File: config.mk
export PLATFORM = sky130hd
export DESIGN_NAME = deflection_timing_control
export DESIGN_NICKNAME = d
export VERILOG_FILES = /design/src/core/deflection_pkg.sv /design/src/core/deflection_timing_control.sv /design/src/core/line_timer.sv
export SDC_FILE = /design/constraint.sdc
export NUM_CORES = 1
export LEC_CHECK = 0
export ABC_AREA = 1
export BUFFER_PORTS_ARGS = -buffer_cell sky130_fd_sc_hd__buf_2
export CORE_AREA = 2 2 137 139
export DETAILED_ROUTE_END_ITERATION = 12
export DIE_AREA = 0 0 139 141
export PLACE_DENSITY_LB_ADDON = 0.1
export SETUP_SLACK_MARGIN = 0.5
export SYNTH_ARGS = -nofsm -noshare
export SYNTH_HDL_FRONTEND = slang
export SYNTH_SLANG_ARGS = --single-unit
export TNS_END_PERCENT = 1
File: constraint.sdc
create_clock -name i_clk -period 9.6 [get_ports i_clk]
set_input_delay 1.92 -clock i_clk [delete_from_list [all_inputs] [get_ports i_clk]]
set_output_delay 1.92 -clock i_clk [all_outputs]
set_load 0.1 [all_outputs]
File: src/core/deflection_pkg.sv
// Purpose: Shared constants, register map and state types of the deflection timing block.
// Assumes: APB register bus with 32-bit data; one word per register at byte address 4*index.
// Notes: The registers of the block are 16 bits wide and sit in the low half of each word.
//
// What this block does
// - Drive pulse high time comes from a six-bit width, usable 20 to 35, default 30.
// - With flyback drive bit set, drive stays high during flyback; clear by default.
// - Three-bit rate code picks line length, with counts for 27 and 32 MHz clocks.
// - Code 000 gives 864 or 1024 pixels per line and is the default.
// - Code 001 gives 768 or 912 pixels; code 010 gives 858 or 1024.
// - Code 100 gives 800 or 944 pixels per line.
// - Code 101 gives 720 or 852 pixels; code 110 gives 712 or 844.
// - Signed delays in pixel clocks, bits 15 to 1, place sync reference and flyback.
// - Third loop gain is nine bits, weight two to minus nine, default 102.
// - Second loop gain is nine bits in bits 14 to 6, default 184.
// - Vertical sync select 0 locks to incoming sync, 1 runs free; default locked.
// - Raster mode 0 same raster, 1 delays field 2, 2 delays field 1, 3 reserved.
// - Adaption on makes lines per field follow the input; off by default.
package deflection_pkg;

   localparam logic [8:0] IDX_HORIZ_CTRL = 9'h140;
   localparam logic [8:0] IDX_SYNC_DELAY = 9'h141;
   localparam logic [8:0] IDX_GAIN_A = 9'h142;
   localparam logic [8:0] IDX_FLY_DELAY = 9'h144;
   localparam logic [8:0] IDX_GAIN_B = 9'h145;
   localparam logic [8:0] IDX_TILT = 9'h14a;
   localparam logic [8:0] IDX_CURVE = 9'h14b;
   localparam logic [8:0] IDX_DRV_WIDTH = 9'h1d1;
   localparam logic [8:0] IDX_VS_SELECT = 9'h1e2;
   localparam logic [8:0] IDX_RASTER = 9'h1e3;
   localparam logic [8:0] IDX_ADAPT = 9'h1e8;
   localparam logic [8:0] IDX_PIX_RATE = 9'h1f0;
   localparam logic [8:0] IDX_STATUS = 9'h1f1;
   localparam logic [8:0] IDX_MEAS_LINES = 9'h1f2;

   localparam int HC_VGUARD = 1;
   localparam int HC_HGUARD = 2;
   localparam int HC_FLYBACK = 3;
   localparam int HC_RAMP = 4;
   localparam int HC_RATE_LSB = 5;
   localparam int GAIN_LSB = 6;
   localparam int SHAPE_LSB = 6;

   localparam logic [5:0] WIDTH_RST = 6'h1e;
   localparam logic [5:0] WIDTH_MIN = 6'h14;
   localparam logic [5:0] WIDTH_MAX = 6'h23;
   localparam logic [8:0] GAIN3_RST = 9'h066;
   localparam logic [8:0] GAIN2_RST = 9'h0b8;
   localparam logic [9:0] LINES_RST = 10'h138;
   localparam logic [6:0] FLYBACK_PIXELS = 7'h40;
   localparam logic [9:0] VSYNC_LINES = 10'h003;

   typedef struct packed {
      logic [8:0] third_loop_gain;
      logic [8:0] second_loop_gain;
   } loop_gains_t;

   typedef struct packed {
      logic [7:1] ctrl;
      logic [5:0] width;
      logic [14:0] sync_dly;
      logic [14:0] fly_dly;
      loop_gains_t gains;
      logic [9:0] tilt;
      logic [9:0] curve;
      logic vs_free;
      logic [1:0] raster;
      logic adapt;
      logic fast_clk;
      logic [31:0] rdata;
      logic err;
      logic [2:0] sync1;
      logic [2:0] sync2;
      logic vs_prev;
      logic [5:0] pulse_cnt;
      logic pulse_act;
      logic [6:0] fly_cnt;
      logic fly_act;
      logic [5:0] level;
      logic drive_on;
      logic htrip;
      logic [9:0] vcnt;
      logic [9:0] meas;
      logic field_b;
      logic hout;
      logic flyout;
      logic vsout;
      logic blank;
   } state_t;

   function automatic logic [10:0] line_pixels(input logic [2:0] code, input logic fast);
      logic [10:0] n;
      case (code)
         3'b001: n = fast ? 11'h390 : 11'h300;
         3'b010: n = fast ? 11'h400 : 11'h35a;
         3'b100: n = fast ? 11'h3b0 : 11'h320;
         3'b101: n = fast ? 11'h354 : 11'h2d0;
         3'b110: n = fast ? 11'h34c : 11'h2c8;
         default: n = fast ? 11'h400 : 11'h360;
      endcase
      return n;
   endfunction

endpackage

File: src/core/deflection_timing_control.sv
// Purpose: Horizontal and vertical deflection timing with an APB register file.
// Assumes: i_clk is the pixel clock; fault and sync pins are asynchronous.
// Notes: APB answers in the access phase with no wait states.
//
// The APB slave port is this design's own decision.
module deflection_timing_control (
   input wire logic i_clk,
   input wire logic i_rst,
   input wire logic i_psel,
   input wire logic i_penable,
   input wire logic i_pwrite,
   input wire logic [11:0] i_paddr,
   input wire logic [31:0] i_pwdata,
   output logic [31:0] o_prdata,
   output logic o_pready,
   output logic o_pslverr,
   input wire logic i_vsync,
   input wire logic i_hguard_fault,
   input wire logic i_vguard_fault,
   output logic o_hdrive,
   output logic o_flyback,
   output logic o_vsync,
   output logic o_beam_blank,
   output logic o_field_delay,
   output logic [1:0] o_raster_write,
   output deflection_pkg::loop_gains_t o_loop_gains
);
   deflection_pkg::state_t q;
   deflection_pkg::state_t d;
   logic [10:0] line_len;
   logic [10:0] hcnt;
   logic hwrap;
   logic [10:0] sync_pos;
   logic [10:0] fly_pos;
   logic [5:0] eff_width;
   logic [8:0] idx;
   logic setup;
   logic access;
   logic wr;
   logic ramp_cmd;
   logic vs_rise;
   logic [9:0] lines_target;
   logic vwrap;

   function automatic logic [10:0] place(input logic [14:0] dly, input logic [10:0] len);
      logic [11:0] p;
      p = dly[14] ? {1'b0, len} + {dly[11:0]} : {1'b0, dly[10:0]};
      return p[10:0];
   endfunction

   assign line_len = deflection_pkg::line_pixels(q.ctrl[7:5], q.fast_clk);
   line_timer #(.W(11)) u_line (
      .i_clk(i_clk),
      .i_rst(i_rst),
      .i_length(line_len),
      .o_count(hcnt),
      .o_wrap(hwrap)
   );

   assign idx = i_paddr[10:2];
   assign setup = i_psel && !i_penable;
   assign access = i_psel && i_penable;
   assign wr = access && i_pwrite && !q.err;
   assign o_pready = access;
   assign o_prdata = q.rdata;
   assign o_pslverr = access && q.err;
   assign ramp_cmd = wr && idx == deflection_pkg::IDX_HORIZ_CTRL
      && i_pwdata[deflection_pkg::HC_RAMP];
   assign vs_rise = q.sync2[0] && !q.vs_prev;
   assign sync_pos = place(q.sync_dly, line_len);
   assign fly_pos = place(q.fly_dly, line_len);
   assign lines_target = q.adapt && q.meas != '0 ? q.meas : deflection_pkg::LINES_RST;
   assign vwrap = hwrap && q.vcnt >= lines_target - 10'h001;

   always_comb begin
      // Usable width is held to its documented span.
      if (q.width < deflection_pkg::WIDTH_MIN) begin
         eff_width = deflection_pkg::WIDTH_MIN;
      end else if (q.width > deflection_pkg::WIDTH_MAX) begin
         eff_width = deflection_pkg::WIDTH_MAX;
      end else begin
         eff_width = q.width;
      end
   end

   always_comb begin
      d = q;
      d.sync1 = {i_vguard_fault, i_hguard_fault, i_vsync};
      d.sync2 = q.sync1;
      d.vs_prev = q.sync2[0];

      // Register reads and decode errors are prepared in the setup phase.
      if (setup) begin
         d.err = 1'b0;
         d.rdata = '0;
         if (i_paddr[1:0] != 2'b00 || i_paddr[11]) begin
            d.err = 1'b1;
         end else if (idx == deflection_pkg::IDX_HORIZ_CTRL) begin
            d.rdata[7:1] = q.ctrl;
         end else if (idx == deflection_pkg::IDX_SYNC_DELAY) begin
            d.rdata[15:1] = q.sync_dly;
         end else if (idx == deflection_pkg::IDX_GAIN_A) begin
            d.rdata[14:6] = q.gains.third_loop_gain;
         end else if (idx == deflection_pkg::IDX_FLY_DELAY) begin
            d.rdata[15:1] = q.fly_dly;
         end else if (idx == deflection_pkg::IDX_GAIN_B) begin
            d.rdata[14:6] = q.gains.second_loop_gain;
         end else if (idx == deflection_pkg::IDX_TILT) begin
            d.rdata[15:6] = q.tilt;
         end else if (idx == deflection_pkg::IDX_CURVE) begin
            d.rdata[15:6] = q.curve;
         end else if (idx == deflection_pkg::IDX_DRV_WIDTH) begin
            d.rdata[5:0] = q.width;
         end else if (idx == deflection_pkg::IDX_VS_SELECT) begin
            d.rdata[0] = q.vs_free;
         end else if (idx == deflection_pkg::IDX_RASTER) begin
            d.rdata[1:0] = q.raster;
         end else if (idx == deflection_pkg::IDX_ADAPT) begin
            d.rdata[0] = q.adapt;
         end else if (idx == deflection_pkg::IDX_PIX_RATE) begin
            d.rdata[0] = q.fast_clk;
         end else if (idx == deflection_pkg::IDX_STATUS) begin
            d.rdata[5:0] = {q.blank, q.field_b, q.htrip, q.level != q.width, q.drive_on, 1'b0};
            d.rdata[11:6] = q.level;
         end else if (idx == deflection_pkg::IDX_MEAS_LINES) begin
            d.rdata[9:0] = q.meas;
         end else begin
            d.err = 1'b1;
         end
      end

      if (wr) begin
         if (idx == deflection_pkg::IDX_HORIZ_CTRL) begin
            // The ramp bit is a command and never stays set.
            d.ctrl = i_pwdata[7:1];
            d.ctrl[deflection_pkg::HC_RAMP] = 1'b0;
         end else if (idx == deflection_pkg::IDX_SYNC_DELAY) begin
            d.sync_dly = i_pwdata[15:1];
         end else if (idx == deflection_pkg::IDX_GAIN_A) begin
            d.gains.third_loop_gain = i_pwdata[14:6];
         end else if (idx == deflection_pkg::IDX_FLY_DELAY) begin
            d.fly_dly = i_pwdata[15:1];
         end else if (idx == deflection_pkg::IDX_GAIN_B) begin
            d.gains.second_loop_gain = i_pwdata[14:6];
         end else if (idx == deflection_pkg::IDX_TILT) begin
            d.tilt = i_pwdata[15:6];
         end else if (idx == deflection_pkg::IDX_CURVE) begin
            d.curve = i_pwdata[15:6];
         end else if (idx == deflection_pkg::IDX_DRV_WIDTH) begin
            d.width = i_pwdata[5:0];
         end else if (idx == deflection_pkg::IDX_VS_SELECT) begin
            d.vs_free = i_pwdata[0];
         end else if (idx == deflection_pkg::IDX_RASTER) begin
            d.raster = i_pwdata[1:0];
         end else if (idx == deflection_pkg::IDX_ADAPT) begin
            d.adapt = i_pwdata[0];
         end else if (idx == deflection_pkg::IDX_PIX_RATE) begin
            d.fast_clk = i_pwdata[0];
         end
      end

      // Unless a horizontal guard fault trips the drive in the same cycle, a ramp command reverses the drive target and clears a horizontal trip.
      if (ramp_cmd) begin
         d.drive_on = !q.drive_on;
         d.htrip = 1'b0;
      end
      if (!q.ctrl[deflection_pkg::HC_HGUARD] && q.sync2[1]) begin
         d.htrip = 1'b1;
         d.drive_on = 1'b0;
         d.level = '0;
      end else if (hwrap) begin
         // One step per line toward the target width gives the soft start and stop.
         if (q.drive_on && q.level < eff_width) begin
            d.level = q.level + 6'h01;
         end else if (q.drive_on && q.level > eff_width) begin
            d.level = q.level - 6'h01;
         end else if (!q.drive_on && q.level != '0) begin
            d.level = q.level - 6'h01;
         end
      end

      if (hcnt == sync_pos) begin
         d.pulse_act = 1'b1;
         d.pulse_cnt = '0;
      end else if (q.pulse_act) begin
         d.pulse_cnt = q.pulse_cnt + 6'h01;
         d.pulse_act = q.pulse_cnt < 6'h3e;
      end
      if (hcnt == fly_pos) begin
         d.fly_act = 1'b1;
         d.fly_cnt = '0;
      end else if (q.fly_act) begin
         d.fly_cnt = q.fly_cnt + 7'h01;
         d.fly_act = q.fly_cnt < deflection_pkg::FLYBACK_PIXELS - 7'h01;
      end
      d.flyout = q.fly_act;
      d.hout = !q.htrip && q.level != '0 && ((q.pulse_act && q.pulse_cnt < q.level)
         || (q.fly_act && q.ctrl[deflection_pkg::HC_FLYBACK]));

      // Vertical timing: locked mode restarts the field on each incoming sync.
      if (vs_rise && !q.vs_free) begin
         // The count of line ends since the last restart is the field length.
         d.vcnt = '0;
         d.meas = q.vcnt;
         d.field_b = !q.field_b;
      end else if (vwrap) begin
         d.vcnt = '0;
         d.field_b = !q.field_b;
      end else if (hwrap) begin
         d.vcnt = q.vcnt + 10'h001;
      end
      if (vs_rise && q.vs_free) begin
         d.meas = q.vcnt;
      end
      d.vsout = q.vcnt < deflection_pkg::VSYNC_LINES;
      d.blank = !q.ctrl[deflection_pkg::HC_VGUARD] && q.sync2[2];
   end

   always_ff @(posedge i_clk or posedge i_rst) begin
      if (i_rst) begin
         q <= '0;
         q.width <= deflection_pkg::WIDTH_RST;
         q.gains.third_loop_gain <= deflection_pkg::GAIN3_RST;
         q.gains.second_loop_gain <= deflection_pkg::GAIN2_RST;
      end else begin
         q <= d;
      end
   end

   assign o_hdrive = q.hout;
   assign o_flyback = q.flyout;
   assign o_vsync = q.vsout;
   assign o_beam_blank = q.blank;
   assign o_loop_gains = q.gains;
   // Raster selection: mode 3 behaves as mode 0.
   assign o_raster_write = q.raster == 2'd1 ? 2'b01 : q.raster == 2'd2 ? 2'b10 : 2'b11;
   assign o_field_delay = q.raster == 2'd1 ? q.field_b : q.raster == 2'd2 && !q.field_b;
endmodule // deflection_timing_control

File: src/core/line_timer.sv
// Purpose: Free-running pixel counter with a programmable line length.
// Assumes: Length changes take effect at once; a count past the new end wraps.
// Notes: The wrap pulse marks the last pixel of a line.
module line_timer #(
   parameter int W = 11
) (
   input wire logic i_clk,
   input wire logic i_rst,
   input wire logic [W-1:0] i_length,
   output logic [W-1:0] o_count,
   output logic o_wrap
);
   logic [W-1:0] count_q;
   logic [W-1:0] count_d;

   assign o_wrap = (count_q >= i_length - W'(1));
   assign o_count = count_q;

   always_comb begin
      count_d = o_wrap ? '0 : count_q + W'(1);
   end

   always_ff @(posedge i_clk or posedge i_rst) begin
      if (i_rst) begin
         count_q <= '0;
      end else begin
         count_q <= count_d;
      end
   end
endmodule // line_timer

==> results.toml <==
[drt]
drtIter0Drc = 838
vias = 9609
antenna_left = 0
drc_errors = 0
first_pass_iters = 8
vias_per_cell = 5.60
wl_per_cell_um = 16.4
wl_um = 28100

[global_route]
grt.total_usage_pct = 29.4
grt_antenna_before_repair = 0
grt_pass1_vias = 8831
grt_max_degree = 99
grt_pass1_wl_um = 45800
overflow = 0

[clock_network]
cts_tree = "done"
cts_htree_levels = 4
cts_buffers = 17
cts_hold_buffers = 0
cts-resized-gates = 0
cts_root_buf = "clkbuf_16"
cts_buffer_depth = 2
cts_setup_buffers = 0
path_clk_slew_ps = 70
clock-sinks = 168
clk_latency_ps = 450

[timing]
fmaxAchievable_mhz = 223
rsz0062_at_grt = "no"
relSlewSlack_pct = 29.5
fin_tns_setup_ps = 0
finalClockSkew_ps = 12.0
hold_viol_final = 0
timing.final.crit_share_pct = 46.7
final_max_slew_viol_count = 0
layout_setup_ws_ps = 5120
setup_viol = 0
tightest_slew_ps = 1060
finalCriticalPeriod_ps = 4480

[final_layout]
mostFrequentLayoutCells = "nand2_1, inv_1, o21ai_0, dfrtp_1, nor2_1"
diodes = 0
layout_commonest_cell = "nand2_1"
drive_above_1_share_pct = 9.79
fin_nets = 1580
final.fill_count = 1675
area_delta_synth_final_pct = 7.96

[placed_design]
dp_hpwl_um = 21200
pre_cts_ws_ps = 4830
place.gp.congestion = 0.926
port_buffers = 78

[die]
die_width_um = 139
initial_utilization_pct = 58.7
rows = 50
fp.dieH_um = 141
fp.coreArea_um2 = 18300
die-area_um2 = 19600
io_pins = 111

[power]
switching_share_pct = 35.6
ir_worst_vdd_mv = 0.152
p_clk_share_pct = 34.2
p_int_mw = 1.29
combPwrFrac_pct = 23.0
p_sw_uw = 713
power_frac_seq_pct = 42.8
power_leakage_nw = 5.83
p_per_area_nw_per_um2 = 173

[worst_setup_path]
cpMostUsedCell = "buf_2"
start_kind = "input pin"
cpMaxStageDelayCell = "buf_2"
path_cells = "buf_2 > nand2_1 > nor2_1 > buf_2"
timing.critical_path.max_delay_family = "buffers and inverters"
cp.arrival_ps = 2560
crit_buf_inv = 2
end_kind = "output pin"
cp_max_fo = 2
cp_data_required_time_ps = 7680
slowest_delay_ps = 420
worstSetupPathType = "in -> out"

[logic_synthesis]
synth_edf_count = 0
synth.largest_area_cell = "dfrtp_1"
yosys-top-cells-area = "dfrtp_1, nand2_1, o21ai_0, ha_1, inv_1"
synth_cell_types = 46
avgSynthCellArea_um2 = 7.49
yosys_warnings = 0
syn_inst = 1432
seq_area_frac_synth_pct = 39.3
netlist_area_um2 = 10700
synth-main-ff-cell = "dfrtp_1"
synth_top_area_share_pct = 36.4
ys_ff_latch = 168
synthArstFlopShare_pct = 100

[job]
max_cap_violations = 0

[status]
status = "complete, no violations"

[worst_hold_path]
min_path_type = "reg -> reg"
[final cells by class]
class / instances / area, µm² / area share (%)
Multi-Input combinational cell: 1019 / 5390 / 46.5
Sequential cell: 168 / 4220 / 36.4
Inverter: 181 / 684 / 5.91
Clock buffer: 17 / 425 / 3.67
Timing Repair Buffer: 81 / 413 / 3.56
Tap cell: 234 / 293 / 2.53
Clock inverter: 15 / 159 / 1.37
[layer usage]
layer  global-route usage (%)  part of all wire (%)  vias to the layer above
met1                     42.7                    47                     4465
met2                     45.4                    44                      361
met4                     10.1                   2.6                        0
met5                        0                     0                        -
li1                         -                     -                     4731
met3                     4.31                   6.4                       52
[sequential cells by signal, indices dropped and copies added (netlist names)]
signal and count:
o_vsync 1, o_beam_blank 1, q 114, o_loop_gains 18, o_hdrive 1, o_flyback 1
o_prdata 16, u_line.o_count 11, d 5
[logic make-up after synthesis]
kind of cell	share of synthesized area, %
fa+ha+maj	7.21
buf+inv	11.0
compound gates	13.7
xor+xnor	3.26
flops	39.3
simple gates	25.2
mux	0.280
other cells	0.0700
[cells in the mapped netlist (all sizes together), types with 9 or more instances]
cell,number
nand3,85
clkbuf,19
ha,57
nor3,30
inv,178
buf,60
nor2,120
nand4,23
dfstp,12
xor2,30
xnor2,10
a21oi,48
dfrtp,156
nand2,358
o21ai,158
nor4,9
o211ai,13
[worst paths after layout]
| kind | cells past startpoint | start | endpoint | slack, ps |
|---|---|---|---|---|
| worst max-delay path | 4 | i_psel | o_pslverr | 5120 |
| worst min-delay path | 0 | d[50] | q[50] | 350 |
| worst max register to register | 20 | q[10] | q[20] | 5400 |
| worst min register to register | 0 | d[50] | q[50] | 350 |
| max in group asynchronous | 3 | i_rst | q[45] | 6500 |
| min in group asynchronous | 2 | i_rst | o_loop_gains[16] | 1660 |
[metrics by stage]
step           utilization, %  instance area, µm²  total power, mW  hold slack (ps)  cells
4_1_cts                  63.4               11600             2.01              352   1715
5_1_grt                  63.4               11600             2.12              353   1715
6_report                 63.4               11600             2.00              351   1715
2_1_floorplan               -               10800             1.22              331   1447
3_3_place_gp             60.2               11000             1.31              333   1683
3_5_place_dp             60.2               11000             1.33              335   1683
[power by group through the flow]
| stage | Sequential [mW] | Combinational, mW | Clock (mW) |
|---|---|---|---|
| 2_1_floorplan | 0.851 | 0.367 | 0 |
| 3_3_place_gp | 0.869 | 0.443 | 0 |
| 3_5_place_dp | 0.868 | 0.458 | 0 |
| 4_1_cts | 0.857 | 0.460 | 0.691 |
| 5_1_grt | 0.868 | 0.533 | 0.718 |
| 6_report | 0.857 | 0.460 | 0.685 |
No activity file was read; power rests on OpenSTA's default activity.
